**src/rtl/iaw_defs.vh**
```
// Constants for the interrupt acceptance and wakeup block
`ifndef IAW_DEFS_VH
`define IAW_DEFS_VH

// Source indices, lowest index has highest priority
`define IAW_NSRC        13
`define IAW_SRC_EXTA    0
`define IAW_SRC_EXTB    1
`define IAW_SRC_CNTA    2
`define IAW_SRC_CNTB    3
`define IAW_SRC_TMRX    4
`define IAW_SRC_TMRY    5
`define IAW_SRC_TMR1    6
`define IAW_SRC_TMR2    7
`define IAW_SRC_SRX     8
`define IAW_SRC_STX     9
`define IAW_SRC_ARB     10
`define IAW_SRC_ADC     11
`define IAW_SRC_KEY     12

// Vector code for software break
`define IAW_VEC_BREAK   4'hD
`define IAW_VEC_W       4

// Program counter step on software break
`define IAW_BRK_PC_INC  16'h0002

// Stack sequencer states
`define IAW_ST_IDLE     3'h0
`define IAW_ST_PCH      3'h1
`define IAW_ST_PCL      3'h2
`define IAW_ST_PS       3'h3
`define IAW_ST_VEC      3'h4
`define IAW_ST_RPS      3'h5
`define IAW_ST_RPCL     3'h6
`define IAW_ST_RPCH     3'h7

// AXI4-Lite register map
`define IAW_REG_REQ     4'h0
`define IAW_REG_EN      4'h4
`define IAW_REG_POL     4'h8
`define IAW_REG_MODE    4'hC
`define IAW_RESP_OKAY   2'h0
`define IAW_RESP_SLVERR 2'h2

// Mode register fields
`define IAW_MODE_TMRX_EVT 0
`define IAW_MODE_TMRY_EVT 1
`define IAW_MODE_SER_EXT  2
`define IAW_MODE_KEY_SEL  3

// Status byte fields restored on return
`define IAW_PS_DIS_BIT    2
`define IAW_PS_BRK_BIT    4

`endif

```
**src/rtl/iaw_top.v**
```verilog
// Interrupt acceptance, stacking sequencer and wakeup logic
//
// The placing of the registers and register access over AXI4-Lite were decided locally.
`timescale 1ns/1ns
`default_nettype none
`include "iaw_defs.vh"

module iaw_top #(
  parameter KEY_W = 8
) (
  // Clock and reset
  input  wire                 aclk,
  input  wire                 aresetn,
  // AXI4-Lite slave
  input  wire [3:0]           s_awaddr,
  input  wire                 s_awvalid,
  output wire                 s_awready,
  input  wire [31:0]          s_wdata,
  input  wire [3:0]           s_wstrb,
  input  wire                 s_wvalid,
  output wire                 s_wready,
  output reg  [1:0]           s_bresp,
  output reg                  s_bvalid,
  input  wire                 s_bready,
  input  wire [3:0]           s_araddr,
  input  wire                 s_arvalid,
  output wire                 s_arready,
  output reg  [31:0]          s_rdata,
  output reg  [1:0]           s_rresp,
  output reg                  s_rvalid,
  input  wire                 s_rready,
  // External pins
  input  wire                 ext_irq_pin_a,
  input  wire                 ext_irq_pin_b,
  input  wire                 counter_pin_a,
  input  wire                 counter_pin_b,
  input  wire [KEY_W-1:0]     keypad_port,
  // Internal peripheral event pulses
  input  wire                 tmrx_evt,
  input  wire                 tmry_evt,
  input  wire                 tmr1_evt,
  input  wire                 tmr2_evt,
  input  wire                 srx_evt,
  input  wire                 stx_evt,
  input  wire                 arb_evt,
  input  wire                 adc_evt,
  // Core sequencer
  input  wire                 insn_boundary,
  input  wire                 software_break_instruction,
  input  wire                 return_from_interrupt_instruction,
  input  wire                 stop_instruction,
  input  wire                 wait_instruction,
  input  wire                 clr_disable,
  input  wire                 set_disable,
  input  wire [15:0]          pc_in,
  input  wire [7:0]           status_in,
  input  wire [7:0]           pop_data,
  // Core outputs
  output reg                  seq_busy_q,
  output reg                  push_valid_q,
  output reg  [7:0]           push_data_q,
  output reg                  pop_req_q,
  output reg                  vec_valid_q,
  output reg  [`IAW_VEC_W-1:0] vec_q,
  output reg  [15:0]          pc_out_q,
  output reg                  pc_load_q,
  output reg                  disable_q,
  output reg                  break_flag_q,
  output reg                  stop_mode_q,
  output reg                  wait_mode_q
);

  localparam N = `IAW_NSRC;

  ////////////////////////////////////////////////////////////////
  // Pin synchronisers
  reg [4+KEY_W-1:0] pin_s1_q;
  reg [4+KEY_W-1:0] pin_s2_q;
  reg [3:0]         pin_prev_q;
  wire [4+KEY_W-1:0] pins_raw = {keypad_port, counter_pin_b, counter_pin_a, ext_irq_pin_b, ext_irq_pin_a};

  always @(posedge aclk) begin
    if (!aresetn) begin
      pin_s1_q   <= {(4+KEY_W){1'b1}};
      pin_s2_q   <= {(4+KEY_W){1'b1}};
      pin_prev_q <= 4'hF;
    end else begin
      pin_s1_q   <= pins_raw;
      pin_s2_q   <= pin_s1_q;
      pin_prev_q <= pin_s2_q[3:0];
    end
  end

  ////////////////////////////////////////////////////////////////
  // Registers
  reg [N-1:0] req_q;
  reg [N-1:0] en_q;
  reg [3:0]   pol_q;
  reg [3:0]   mode_q;

  // Polarity 1 selects rising; detector compares pin XOR inverted polarity, and a polarity write loads both sides so it raises no edge
  reg  [3:0] pol_q_prev;
  wire [3:0] lvl_now  = pin_s2_q[3:0] ^ ~pol_q;
  wire [3:0] lvl_prev = pin_prev_q ^ ~pol_q_prev;
  wire [3:0] pin_edge = lvl_now & ~lvl_prev;

  wire sleeping = stop_mode_q | wait_mode_q;
  wire key_low  = ~&pin_s2_q[4+KEY_W-1:4];
  wire key_evt  = sleeping & mode_q[`IAW_MODE_KEY_SEL] & key_low;

  wire [N-1:0] evt = {key_evt, adc_evt, arb_evt, stx_evt, srx_evt, tmr2_evt, tmr1_evt,
                      tmry_evt, tmrx_evt, pin_edge};

  // Stop-mode wakeup qualification; every source but break wakes wait
  wire [N-1:0] stop_ok;
  assign stop_ok[3:0]  = 4'hF;
  assign stop_ok[`IAW_SRC_TMRX] = mode_q[`IAW_MODE_TMRX_EVT];
  assign stop_ok[`IAW_SRC_TMRY] = mode_q[`IAW_MODE_TMRY_EVT];
  assign stop_ok[`IAW_SRC_TMR1] = 1'b0;
  assign stop_ok[`IAW_SRC_TMR2] = 1'b0;
  assign stop_ok[`IAW_SRC_SRX]  = mode_q[`IAW_MODE_SER_EXT];
  assign stop_ok[`IAW_SRC_STX]  = mode_q[`IAW_MODE_SER_EXT];
  assign stop_ok[`IAW_SRC_ARB]  = mode_q[`IAW_MODE_SER_EXT];
  assign stop_ok[`IAW_SRC_ADC]  = 1'b0;
  assign stop_ok[`IAW_SRC_KEY]  = 1'b1;

  wire [N-1:0] pend = req_q & en_q;

  // Fixed priority: lowest index wins
  reg [`IAW_VEC_W-1:0] win_idx;
  reg                  win_any;
  integer i;
  always @* begin
    win_idx = {`IAW_VEC_W{1'b0}};
    win_any = 1'b0;
    for (i = N-1; i >= 0; i = i - 1) begin
      if (pend[i]) begin
        win_idx = i[`IAW_VEC_W-1:0];
        win_any = 1'b1;
      end
    end
  end

  ////////////////////////////////////////////////////////////////
  // Sequencer
  reg [2:0]  st_q;
  reg [15:0] pc_q;
  reg [7:0]  ps_q;
  reg [`IAW_VEC_W-1:0] acc_idx_q;
  reg        acc_brk_q;

  wire boundary_ok = insn_boundary & (st_q == `IAW_ST_IDLE) & ~seq_busy_q;
  wire take_irq    = boundary_ok & win_any & ~disable_q;
  wire take_brk    = boundary_ok & software_break_instruction & ~take_irq;
  wire take_rti    = boundary_ok & return_from_interrupt_instruction & ~take_irq;
  // Break under disable with pending source vectors to that source
  wire brk_to_src  = take_brk & win_any;
  wire [N-1:0] acc_clr = (take_irq | brk_to_src) ? ({{(N-1){1'b0}}, 1'b1} << win_idx) : {N{1'b0}};

  wire wake_stop = stop_mode_q & |(pend & stop_ok);
  wire wake_wait = wait_mode_q & |pend;

  always @(posedge aclk) begin
    if (!aresetn) begin
      st_q         <= `IAW_ST_IDLE;
      pc_q         <= 16'h0000;
      ps_q         <= 8'h00;
      acc_idx_q    <= {`IAW_VEC_W{1'b0}};
      acc_brk_q    <= 1'b0;
      seq_busy_q   <= 1'b0;
      push_valid_q <= 1'b0;
      push_data_q  <= 8'h00;
      pop_req_q    <= 1'b0;
      vec_valid_q  <= 1'b0;
      vec_q        <= {`IAW_VEC_W{1'b0}};
      pc_out_q     <= 16'h0000;
      pc_load_q    <= 1'b0;
      disable_q    <= 1'b1;
      break_flag_q <= 1'b0;
      stop_mode_q  <= 1'b0;
      wait_mode_q  <= 1'b0;
    end else begin
      push_valid_q <= 1'b0;
      pop_req_q    <= 1'b0;
      vec_valid_q  <= 1'b0;
      pc_load_q    <= 1'b0;
      if (wake_stop | wake_wait) begin
        stop_mode_q <= 1'b0;
        wait_mode_q <= 1'b0;
      end else if (boundary_ok & stop_instruction) begin
        stop_mode_q <= 1'b1;
      end else if (boundary_ok & wait_instruction) begin
        wait_mode_q <= 1'b1;
      end
      if (clr_disable & st_q == `IAW_ST_IDLE) begin
        disable_q <= 1'b0;
      end else if (set_disable & st_q == `IAW_ST_IDLE) begin
        disable_q <= 1'b1;
      end
      case (st_q)
        `IAW_ST_IDLE: begin
          if (take_irq | take_brk) begin
            st_q       <= `IAW_ST_PCH;
            seq_busy_q <= 1'b1;
            pc_q       <= take_brk ? pc_in + `IAW_BRK_PC_INC : pc_in;
            ps_q       <= status_in;
            acc_idx_q  <= (take_irq | brk_to_src) ? win_idx : `IAW_VEC_BREAK;
            acc_brk_q  <= take_brk;
            break_flag_q <= take_brk;
          end else if (take_rti) begin
            st_q       <= `IAW_ST_RPS;
            seq_busy_q <= 1'b1;
            pop_req_q  <= 1'b1;
          end
        end
        `IAW_ST_PCH: begin
          push_valid_q <= 1'b1;
          push_data_q  <= pc_q[15:8];
          st_q         <= `IAW_ST_PCL;
        end
        `IAW_ST_PCL: begin
          push_valid_q <= 1'b1;
          push_data_q  <= pc_q[7:0];
          st_q         <= `IAW_ST_PS;
        end
        `IAW_ST_PS: begin
          push_valid_q <= 1'b1;
          push_data_q  <= ps_q;
          st_q         <= `IAW_ST_VEC;
        end
        `IAW_ST_VEC: begin
          vec_valid_q  <= 1'b1;
          vec_q        <= acc_idx_q;
          disable_q    <= 1'b1;
          seq_busy_q   <= 1'b0;
          st_q         <= `IAW_ST_IDLE;
        end
        // Return pulls status, then PC low, then PC high
        `IAW_ST_RPS: begin
          disable_q    <= pop_data[`IAW_PS_DIS_BIT];
          break_flag_q <= pop_data[`IAW_PS_BRK_BIT];
          pop_req_q    <= 1'b1;
          st_q         <= `IAW_ST_RPCL;
        end
        `IAW_ST_RPCL: begin
          pc_q[7:0]    <= pop_data;
          pop_req_q    <= 1'b1;
          st_q         <= `IAW_ST_RPCH;
        end
        `IAW_ST_RPCH: begin
          pc_out_q     <= {pop_data, pc_q[7:0]};
          pc_load_q    <= 1'b1;
          seq_busy_q   <= 1'b0;
          st_q         <= `IAW_ST_IDLE;
        end
        default: st_q <= `IAW_ST_IDLE;
      endcase
    end
  end

  ////////////////////////////////////////////////////////////////
  // AXI4-Lite slave; accepts a write only when address and data are both present
  wire wr_go = s_awvalid & s_wvalid & ~s_bvalid;
  assign s_awready = wr_go;
  assign s_wready  = wr_go;
  wire rd_go = s_arvalid & ~s_rvalid;
  assign s_arready = rd_go;
  wire wr_map = (s_awaddr == `IAW_REG_REQ) | (s_awaddr == `IAW_REG_EN) |
                (s_awaddr == `IAW_REG_POL) | (s_awaddr == `IAW_REG_MODE);
  wire [31:0] wmask = {{8{s_wstrb[3]}}, {8{s_wstrb[2]}}, {8{s_wstrb[1]}}, {8{s_wstrb[0]}}};
  wire [31:0] wclr  = s_wdata | ~wmask;
  wire req_wr = wr_go & (s_awaddr == `IAW_REG_REQ);

  // Event set wins over software clear and acceptance clear
  genvar g;
  generate
    for (g = 0; g < N; g = g + 1) begin : g_req
      always @(posedge aclk) begin
        if (!aresetn) begin
          req_q[g] <= 1'b0;
        end else if (evt[g]) begin
          req_q[g] <= 1'b1;
        end else if (acc_clr[g] | (req_wr & ~wclr[g])) begin
          req_q[g] <= 1'b0;
        end
      end
    end
  endgenerate

  always @(posedge aclk) begin
    if (!aresetn) begin
      en_q       <= {N{1'b0}};
      pol_q      <= 4'h0;
      pol_q_prev <= 4'h0;
      mode_q     <= 4'h0;
      s_bvalid   <= 1'b0;
      s_bresp    <= `IAW_RESP_OKAY;
      s_rvalid   <= 1'b0;
      s_rresp    <= `IAW_RESP_OKAY;
      s_rdata    <= 32'h00000000;
    end else begin
      pol_q_prev <= pol_q;
      if (wr_go) begin
        s_bvalid <= 1'b1;
        s_bresp  <= wr_map ? `IAW_RESP_OKAY : `IAW_RESP_SLVERR;
        if (s_awaddr == `IAW_REG_EN) begin
          en_q <= (en_q & ~wmask[N-1:0]) | (s_wdata[N-1:0] & wmask[N-1:0]);
        end
        if (s_awaddr == `IAW_REG_POL & s_wstrb[0]) begin
          pol_q      <= s_wdata[3:0];
          pol_q_prev <= s_wdata[3:0];
        end
        if (s_awaddr == `IAW_REG_MODE & s_wstrb[0]) begin
          mode_q <= s_wdata[3:0];
        end
      end else if (s_bready) begin
        s_bvalid <= 1'b0;
      end
      if (rd_go) begin
        s_rvalid <= 1'b1;
        s_rresp  <= `IAW_RESP_OKAY;
        case (s_araddr)
          `IAW_REG_REQ:  s_rdata <= {{(32-N){1'b0}}, req_q};
          `IAW_REG_EN:   s_rdata <= {{(32-N){1'b0}}, en_q};
          `IAW_REG_POL:  s_rdata <= {28'h0000000, pol_q};
          `IAW_REG_MODE: s_rdata <= {28'h0000000, mode_q};
          default: begin
            s_rdata <= 32'h00000000;
            s_rresp <= `IAW_RESP_SLVERR;
          end
        endcase
      end else if (s_rready) begin
        s_rvalid <= 1'b0;
      end
    end
  end

endmodule
`default_nettype wire

```
**config.mk**
```make
export PLATFORM = sky130hd
export DESIGN_NAME = iaw_top
export DESIGN_NICKNAME = d
export VERILOG_FILES = /design/src/rtl/iaw_top.v
export VERILOG_INCLUDE_DIRS = /design/src /design/src/rtl
export SDC_FILE = /design/constraint.sdc
export NUM_CORES = 1
export LEC_CHECK = 0
export BUFFER_PORTS_ARGS = -buffer_cell sky130_fd_sc_hd__buf_2
export CORE_UTILIZATION = 45
export DETAILED_ROUTE_END_ITERATION = 12
export PLACE_DENSITY_LB_ADDON = 0.3
export SLEW_MARGIN = 20
export SYNTH_ARGS = -nofsm -noshare
export SYNTH_HDL_FRONTEND = slang
export SYNTH_SLANG_ARGS = --single-unit
```
**constraint.sdc**
```tcl
create_clock -name aclk -period 2.6 [get_ports aclk]
set_clock_uncertainty 0.2 [all_clocks]
set_input_delay 0.65 -clock aclk [delete_from_list [all_inputs] [get_ports aclk]]
set_output_delay 0.65 -clock aclk [all_outputs]
set_load 0.05 [all_outputs]
```
# Word-level counts from Yosys, hierarchy flattened
# Index checks and enable logic that the tools add are counted.
dict set report word_totals {
  register_bits 168
  out_inout_bits 78
  latch_bits 0
  mem_count 0
  ramBits 0
  input_bits 110
  elab_cells 269
  mem_bits_ro 0
}
dict set report op_classes {
  div_mod_pow 0
  n_reduce_logical 40
  magnitude_cmp 0
  multipliers 0
  eq_ne 15
  mux 82
  bitwise_logic 89
  shift 1
  addsub 1
}
# operator n
set op_table {}
lappend op_table {{4-bit two-way mux} 14}
lappend op_table {{1-bit two-way mux} 53}
lappend op_table {{13-bit AND} 4}
lappend op_table {{13-bit case mux with 4 select lines} 1}
lappend op_table {{1-bit AND} 36}
lappend op_table {{2-bit nonzero test} 18}
lappend op_table {{13-bit NOT} 2}
lappend op_table {{13-bit OR} 2}
lappend op_table {{13-bit OR reduction} 2}
lappend op_table {{8-bit case mux with 3 select lines} 1}
lappend op_table {{3-bit case mux with 7 select lines} 1}
lappend op_table {{1-bit NOT} 20}
lappend op_table {{1-bit OR} 20}
lappend op_table {{16-bit by 2-bit adder with 16-bit output (second input constant)} 1}
lappend op_table {{4-bit equality test (second input constant)} 4}
lappend op_table {{16-bit two-way mux} 1}
lappend op_table {{8-bit case mux with 2 select lines} 1}
lappend op_table {{2-bit AND reduction} 8}
lappend op_table {{13-bit two-way mux} 1}
lappend op_table {{1-bit by 4-bit << shifter with 13-bit output (first input constant)} 1}
lappend op_table {{3-bit equality test (second input constant)} 4}
lappend op_table {{4-bit by 3-bit equality test with 1-bit output (second input constant)} 2}
lappend op_table {{4-bit logical NOT} 2}
lappend op_table {{8-bit two-way mux} 1}
lappend op_table {{18 further kinds} 28}

# Depth between registers and ports, before layout
dict set report depth {
  word_depth 24
  depth_mapped 8
  mapped_depth_nobuf 7
}

# Worst setup path before layout
# Ideal clock, no wire load.
dict set report synth_path {
  path_kind {input port to flip-flop}
  from {input port s_awvalid}
  to {register mode_q[3]}
  path_slack_ns -0.170
  setup_ns 0.128
  required_ns 2.272
  cell_stages 8
  arrival_time_ns 2.443
  cell_sequence {and3b_1 -> clkbuf_1 -> and3_1 -> clkbuf_1 -> and3_1 -> clkbuf_1 -> mux2i_1 -> nor2_1}
}
dict set report synth_between {
  elab_chain_len 3
}
# element line_no
set synth_rtl {}
lappend synth_rtl {{start, declared} iaw_top.v:16} ;# input wire s_awvalid,
lappend synth_rtl {{1-bit AND (2 in series)} iaw_top.v:263} ;# wire wr_go = s_awvalid & s_wvalid & ~s_bvalid;
lappend synth_rtl {{named net s_awready} iaw_top.v:17} ;# output wire s_awready,
lappend synth_rtl {{2-bit AND reduction (no line)} -}
lappend synth_rtl {{end signal, assigned} iaw_top.v:314} ;# mode_q <= s_wdata[3:0];
lappend synth_rtl {{end, declared} iaw_top.v:99} ;# reg [3:0] mode_q;
# The timed path passes the listed nets, and every way through them passes these cells.
# A chain may end at the register's enable or synchronous reset.

# Worst setup path in the final report
dict set report layout_path {
  from {register req_q[3]}
  to {register pc_q[13]}
}
dict set report layout_between {
  elab_chain_len 11
  word_cells_on_any_way 12
  classes_between {5 x mux; 6 x bitwise; 1 x reduce/logical}
}
# element line_no
set layout_rtl {}
lappend layout_rtl {{start, declared} iaw_top.v:96} ;# reg [N-1:0] req_q;
lappend layout_rtl {{start signal, assigned by index} iaw_top.v:280} ;# req_q[g] <= 1'b0;
lappend layout_rtl {{start signal, assigned by index} iaw_top.v:282} ;# req_q[g] <= 1'b1;
lappend layout_rtl {{start signal, assigned by index} iaw_top.v:284} ;# req_q[g] <= 1'b0;
lappend layout_rtl {{13-bit AND (*)} iaw_top.v:127} ;# wire [N-1:0] pend = req_q & en_q;
lappend layout_rtl {{1-bit two-way mux (*) (4 in series)} iaw_top.v:137} ;# if (pend[i]) begin
lappend layout_rtl {{1-bit AND (*) (2 in series)} iaw_top.v:153} ;# wire take_irq = boundary_ok & win_any & ~disable_q;
lappend layout_rtl {{1-bit NOT} iaw_top.v:154} ;# wire take_brk = boundary_ok & software_break_instruction & ~take_irq;
lappend layout_rtl {{1-bit AND} iaw_top.v:154}
lappend layout_rtl {{1-bit OR} iaw_top.v:202} ;# if (take_irq | take_brk) begin
lappend layout_rtl {{2-bit AND reduction (no line)} -}
lappend layout_rtl {{end signal, assigned} iaw_top.v:205} ;# pc_q <= take_brk ? pc_in + `IAW_BRK_PC_INC : pc_in;
lappend layout_rtl {{end, declared} iaw_top.v:147} ;# reg [15:0] pc_q;
# Mark *: on every way between the ends. The rest lies on a longest branch, timed or not.

==> results.json <==
{
  "status": "completed",
  "postCtsSetupBuffers": 0,
  "dp.final_hpwl_um": 12200,
  "synth-seq-cells": 147,
  "utilization_pct": 57.9,
  "syn_area_per_cell_um2": 8.54,
  "track_usage_pct": 23.3,
  "synthArstFlopShare_pct": 0,
  "setup_viol": 0,
  "vias": 5828,
  "hold_violations": 0,
  "tightestPinTransition_ns": 0.706,
  "worstPathRequired_ns": 2.74,
  "dr.pass1.iters": 9,
  "wl_per_cell_um": 15.1,
  "netlist_area_um2": 6360,
  "power_frac_comb_pct": 15.7,
  "gp_congestion": 0.895,
  "cts.sinks": 147,
  "swShare_pct": 26.5,
  "min_path_type": "register to register",
  "final_nets": 1006,
  "setup_tns_ns": 0,
  "synth_edf_count": 0,
  "die_area_um2": 14600,
  "yosysSeqAreaShare_pct": 46.3,
  "p_clk_share_pct": 44.3,
  "viasPerCell": 5.36,
  "cp_cell_sequence": "a22o_4, nor4_4, a21o_4, nand3_4, or4_1, a31oi_1",
  "start_util_pct": 46.0,
  "initialDrtViolationCount": 451,
  "pin_count": 188,
  "p_int_mw": 4.54,
  "die_h_um": 121,
  "grt-ovfl-total": 0,
  "fin_crit_sh_pct": 89.7,
  "layout-drive-gt1-share_pct": 25.7,
  "cts_tree": "yes",
  "cp.arrival_ns": 2.47,
  "slowest_stage": "or4_1",
  "ctsHtreeMaxLevel": 4,
  "num_rows": 43,
  "vdd.ir_drop.worst_uv": 422,
  "p_leak_nw": 3.36,
  "routed_wl_um": 16400,
  "finalCriticalPeriod_ns": 2.33,
  "p_per_area_nw_per_um2": 772,
  "critical_path_class": "register to register",
  "slowest_delay_ns": 0.50,
  "antenna_found_initial": 0,
  "drc": 0,
  "n_antenna_cell": 0,
  "slew_violations": 0,
  "p_seq_share_pct": 39.9,
  "area_growth_syn_to_layout_pct": 25.8,
  "hold_slack_ns": 0.203,
  "dominantRegCellSynth": "dfxtp_1",
  "switchingPower_mw": 1.64,
  "cp_max_fo": 6,
  "path_clk_slew_ns": 0.06,
  "rsz0062_at_grt": "false",
  "crit_path_end_kind": "register",
  "io_buffers": 145,
  "netlist_instances": 745,
  "numCtsBuffers": 17,
  "max-slew-margin-rel_pct": 52.9,
  "fmax_mhz": 429,
  "clk_latency_ns": 0.42,
  "synth_warnings": 0,
  "antenna_left": 0,
  "clk_path_buf_depth": 2,
  "fp.dieW_um": 121,
  "grt_pass1_wl_um": 26400,
  "synth_cell_type_count": 58,
  "core_um2": 13800,
  "grt_pass1_vias": 5294,
  "grt_max_degree": 62,
  "critPathLaunchType": "register",
  "root_buffer": "clkbuf_16",
  "drv_cap": 0
}
[routing by layer]
| layer | track usage (%) | part of all wire [%] | vias to the layer above | wire length (µm) |
|---|---|---|---|---|
| met2 | 37.7 | 47 | 213 | 7760 |
| met1 | 30.4 | 45 | 2682 | 7370 |
| li1 | - | - | 2911 | - |
| met4 | 8.64 | 1.5 | 0 | 246 |
| met5 | 0 | 0 | - | 0 |
| met3 | 4.79 | 6.2 | 22 | 1030 |
[timing repair]
item / CTS / global route
gates resized for setup: 0 / 1
setup endpoints to repair: 0 / 1
hold buffers: 0 / 0
[critical path: cells and delay by family (launching register included)]
kind / cells / cell delay [ns]
AND/OR/NAND/NOR: 3 / 0.98
flip-flops: 1 / 0.36
AO/OA/AOI/OAI: 3 / 0.70
[flip-flops by register name, indices dropped and copies added, names as in the netlist, 4 cells and up, named ones only]
name	flops
mode_q	4
pin_prev_q	4
pol_q_prev	4
pc_out_q	16
pin_s1_q	12
pc_q	16
acc_idx_q	4
pin_s2_q	12
s_rdata	13
push_data_q	8
req_q	13
vec_q	4
ps_q	8
[Yosys cell counts, drive strengths merged, types with 6 or more instances]
library cell	n	share of area, %
dfxtp	147	46
nand2	87	5.1
a21oi	82	6.5
nor2	76	4.5
clkbuf	39	2.3
o21ai	38	3.0
nand2b	33	3.2
buf	26	2.9
mux2i	24	3.8
nand3	22	1.9
a22oi	21	2.5
a31oi	16	1.7
and3	13	1.3
nor3	11	1.0
o21a	10	1.2
mux2	9	1.6
inv	8	0.47
nor4	8	1.0
o221ai	7	0.96
nand4	6	0.59
[power by group through the flow]
stage / combinational, mW / clock [mW] / sequential (mW)
5_1_grt: 1.05 / 2.88 / 2.48
2_1_floorplan: 0.493 / 0 / 2.69
6_report: 0.972 / 2.74 / 2.47
3_3_place_gp: 0.962 / 0 / 2.51
3_5_place_dp: 0.964 / 0 / 2.52
4_1_cts: 0.969 / 2.78 / 2.47
[worst paths after layout]
| kind | startpoint | endpoint | slack (ns) | cells past startpoint |
|---|---|---|---|---|
| max | req_q[3]$_SDFFE_PN0P_ | pc_q[13]$_SDFFE_PN0P_ | 0.27 | 6 |
| min | pin_s1_q[0]$_SDFF_PN1_ | pin_s2_q[0]$_SDFF_PN1_ | 0.20 | 1 |
| max reg2reg | req_q[3]$_SDFFE_PN0P_ | pc_q[13]$_SDFFE_PN0P_ | 0.27 | 6 |
| min reg2reg | pin_s1_q[0]$_SDFF_PN1_ | pin_s2_q[0]$_SDFF_PN1_ | 0.20 | 1 |
[final cells by class]
cell class,instances,area [µm²]
tap,180,225
clock buffer,21,460
timing repair buffer,176,996
clock inverter,10,204
sequential,147,2940
multi-input combinational,544,3140
fill,1284,5820
inverter,9,33.8
[logic make-up after synthesis]
kind of cell | Yosys count | share of synthesized area [%]
simple gates | 280 | 21.5
flops | 147 | 46.3
compound gates | 206 | 20.4
fa+ha+maj | 1 | 0.197
other cells | 1 | 0.0590
buf+inv | 74 | 5.72
xor+xnor | 3 | 0.413
mux | 33 | 5.37
[per-stage QoR]
stage,instance area (µm²),worst slack (ns),instances,power [mW]
finish,8000,0.267,1087,6.18
global placement,7330,0.0215,1056,3.48
detailed placement,7330,0.0151,1056,3.48
CTS,8000,0.199,1087,6.22
global route,8000,0.0390,1087,6.42
floorplan,6440,0.126,765,3.18
[cells in the final DEF, fill, tap and decap left out, types with 8 or more instances in the layout]
cell | synthesis | layout
a21oi_1 | 82 | 82
a22oi_1 | 21 | 21
a31oi_1 | 15 | 15
and3_1 | 13 | 13
buf_2 | 3 | 145
buf_4 | 22 | 28
clkbuf_16 | 0 | 17
conb_1 | 1 | 21
dfxtp_1 | 147 | 147
inv_1 | 8 | 8
mux2_2 | 9 | 9
mux2i_1 | 24 | 24
nand2_1 | 87 | 87
nand2b_1 | 33 | 33
nand3_1 | 21 | 21
nor2_1 | 76 | 76
nor3_1 | 10 | 10
o21a_1 | 10 | 10
o21ai_0 | 38 | 38
No activity file was read; power rests on OpenSTA's default activity.
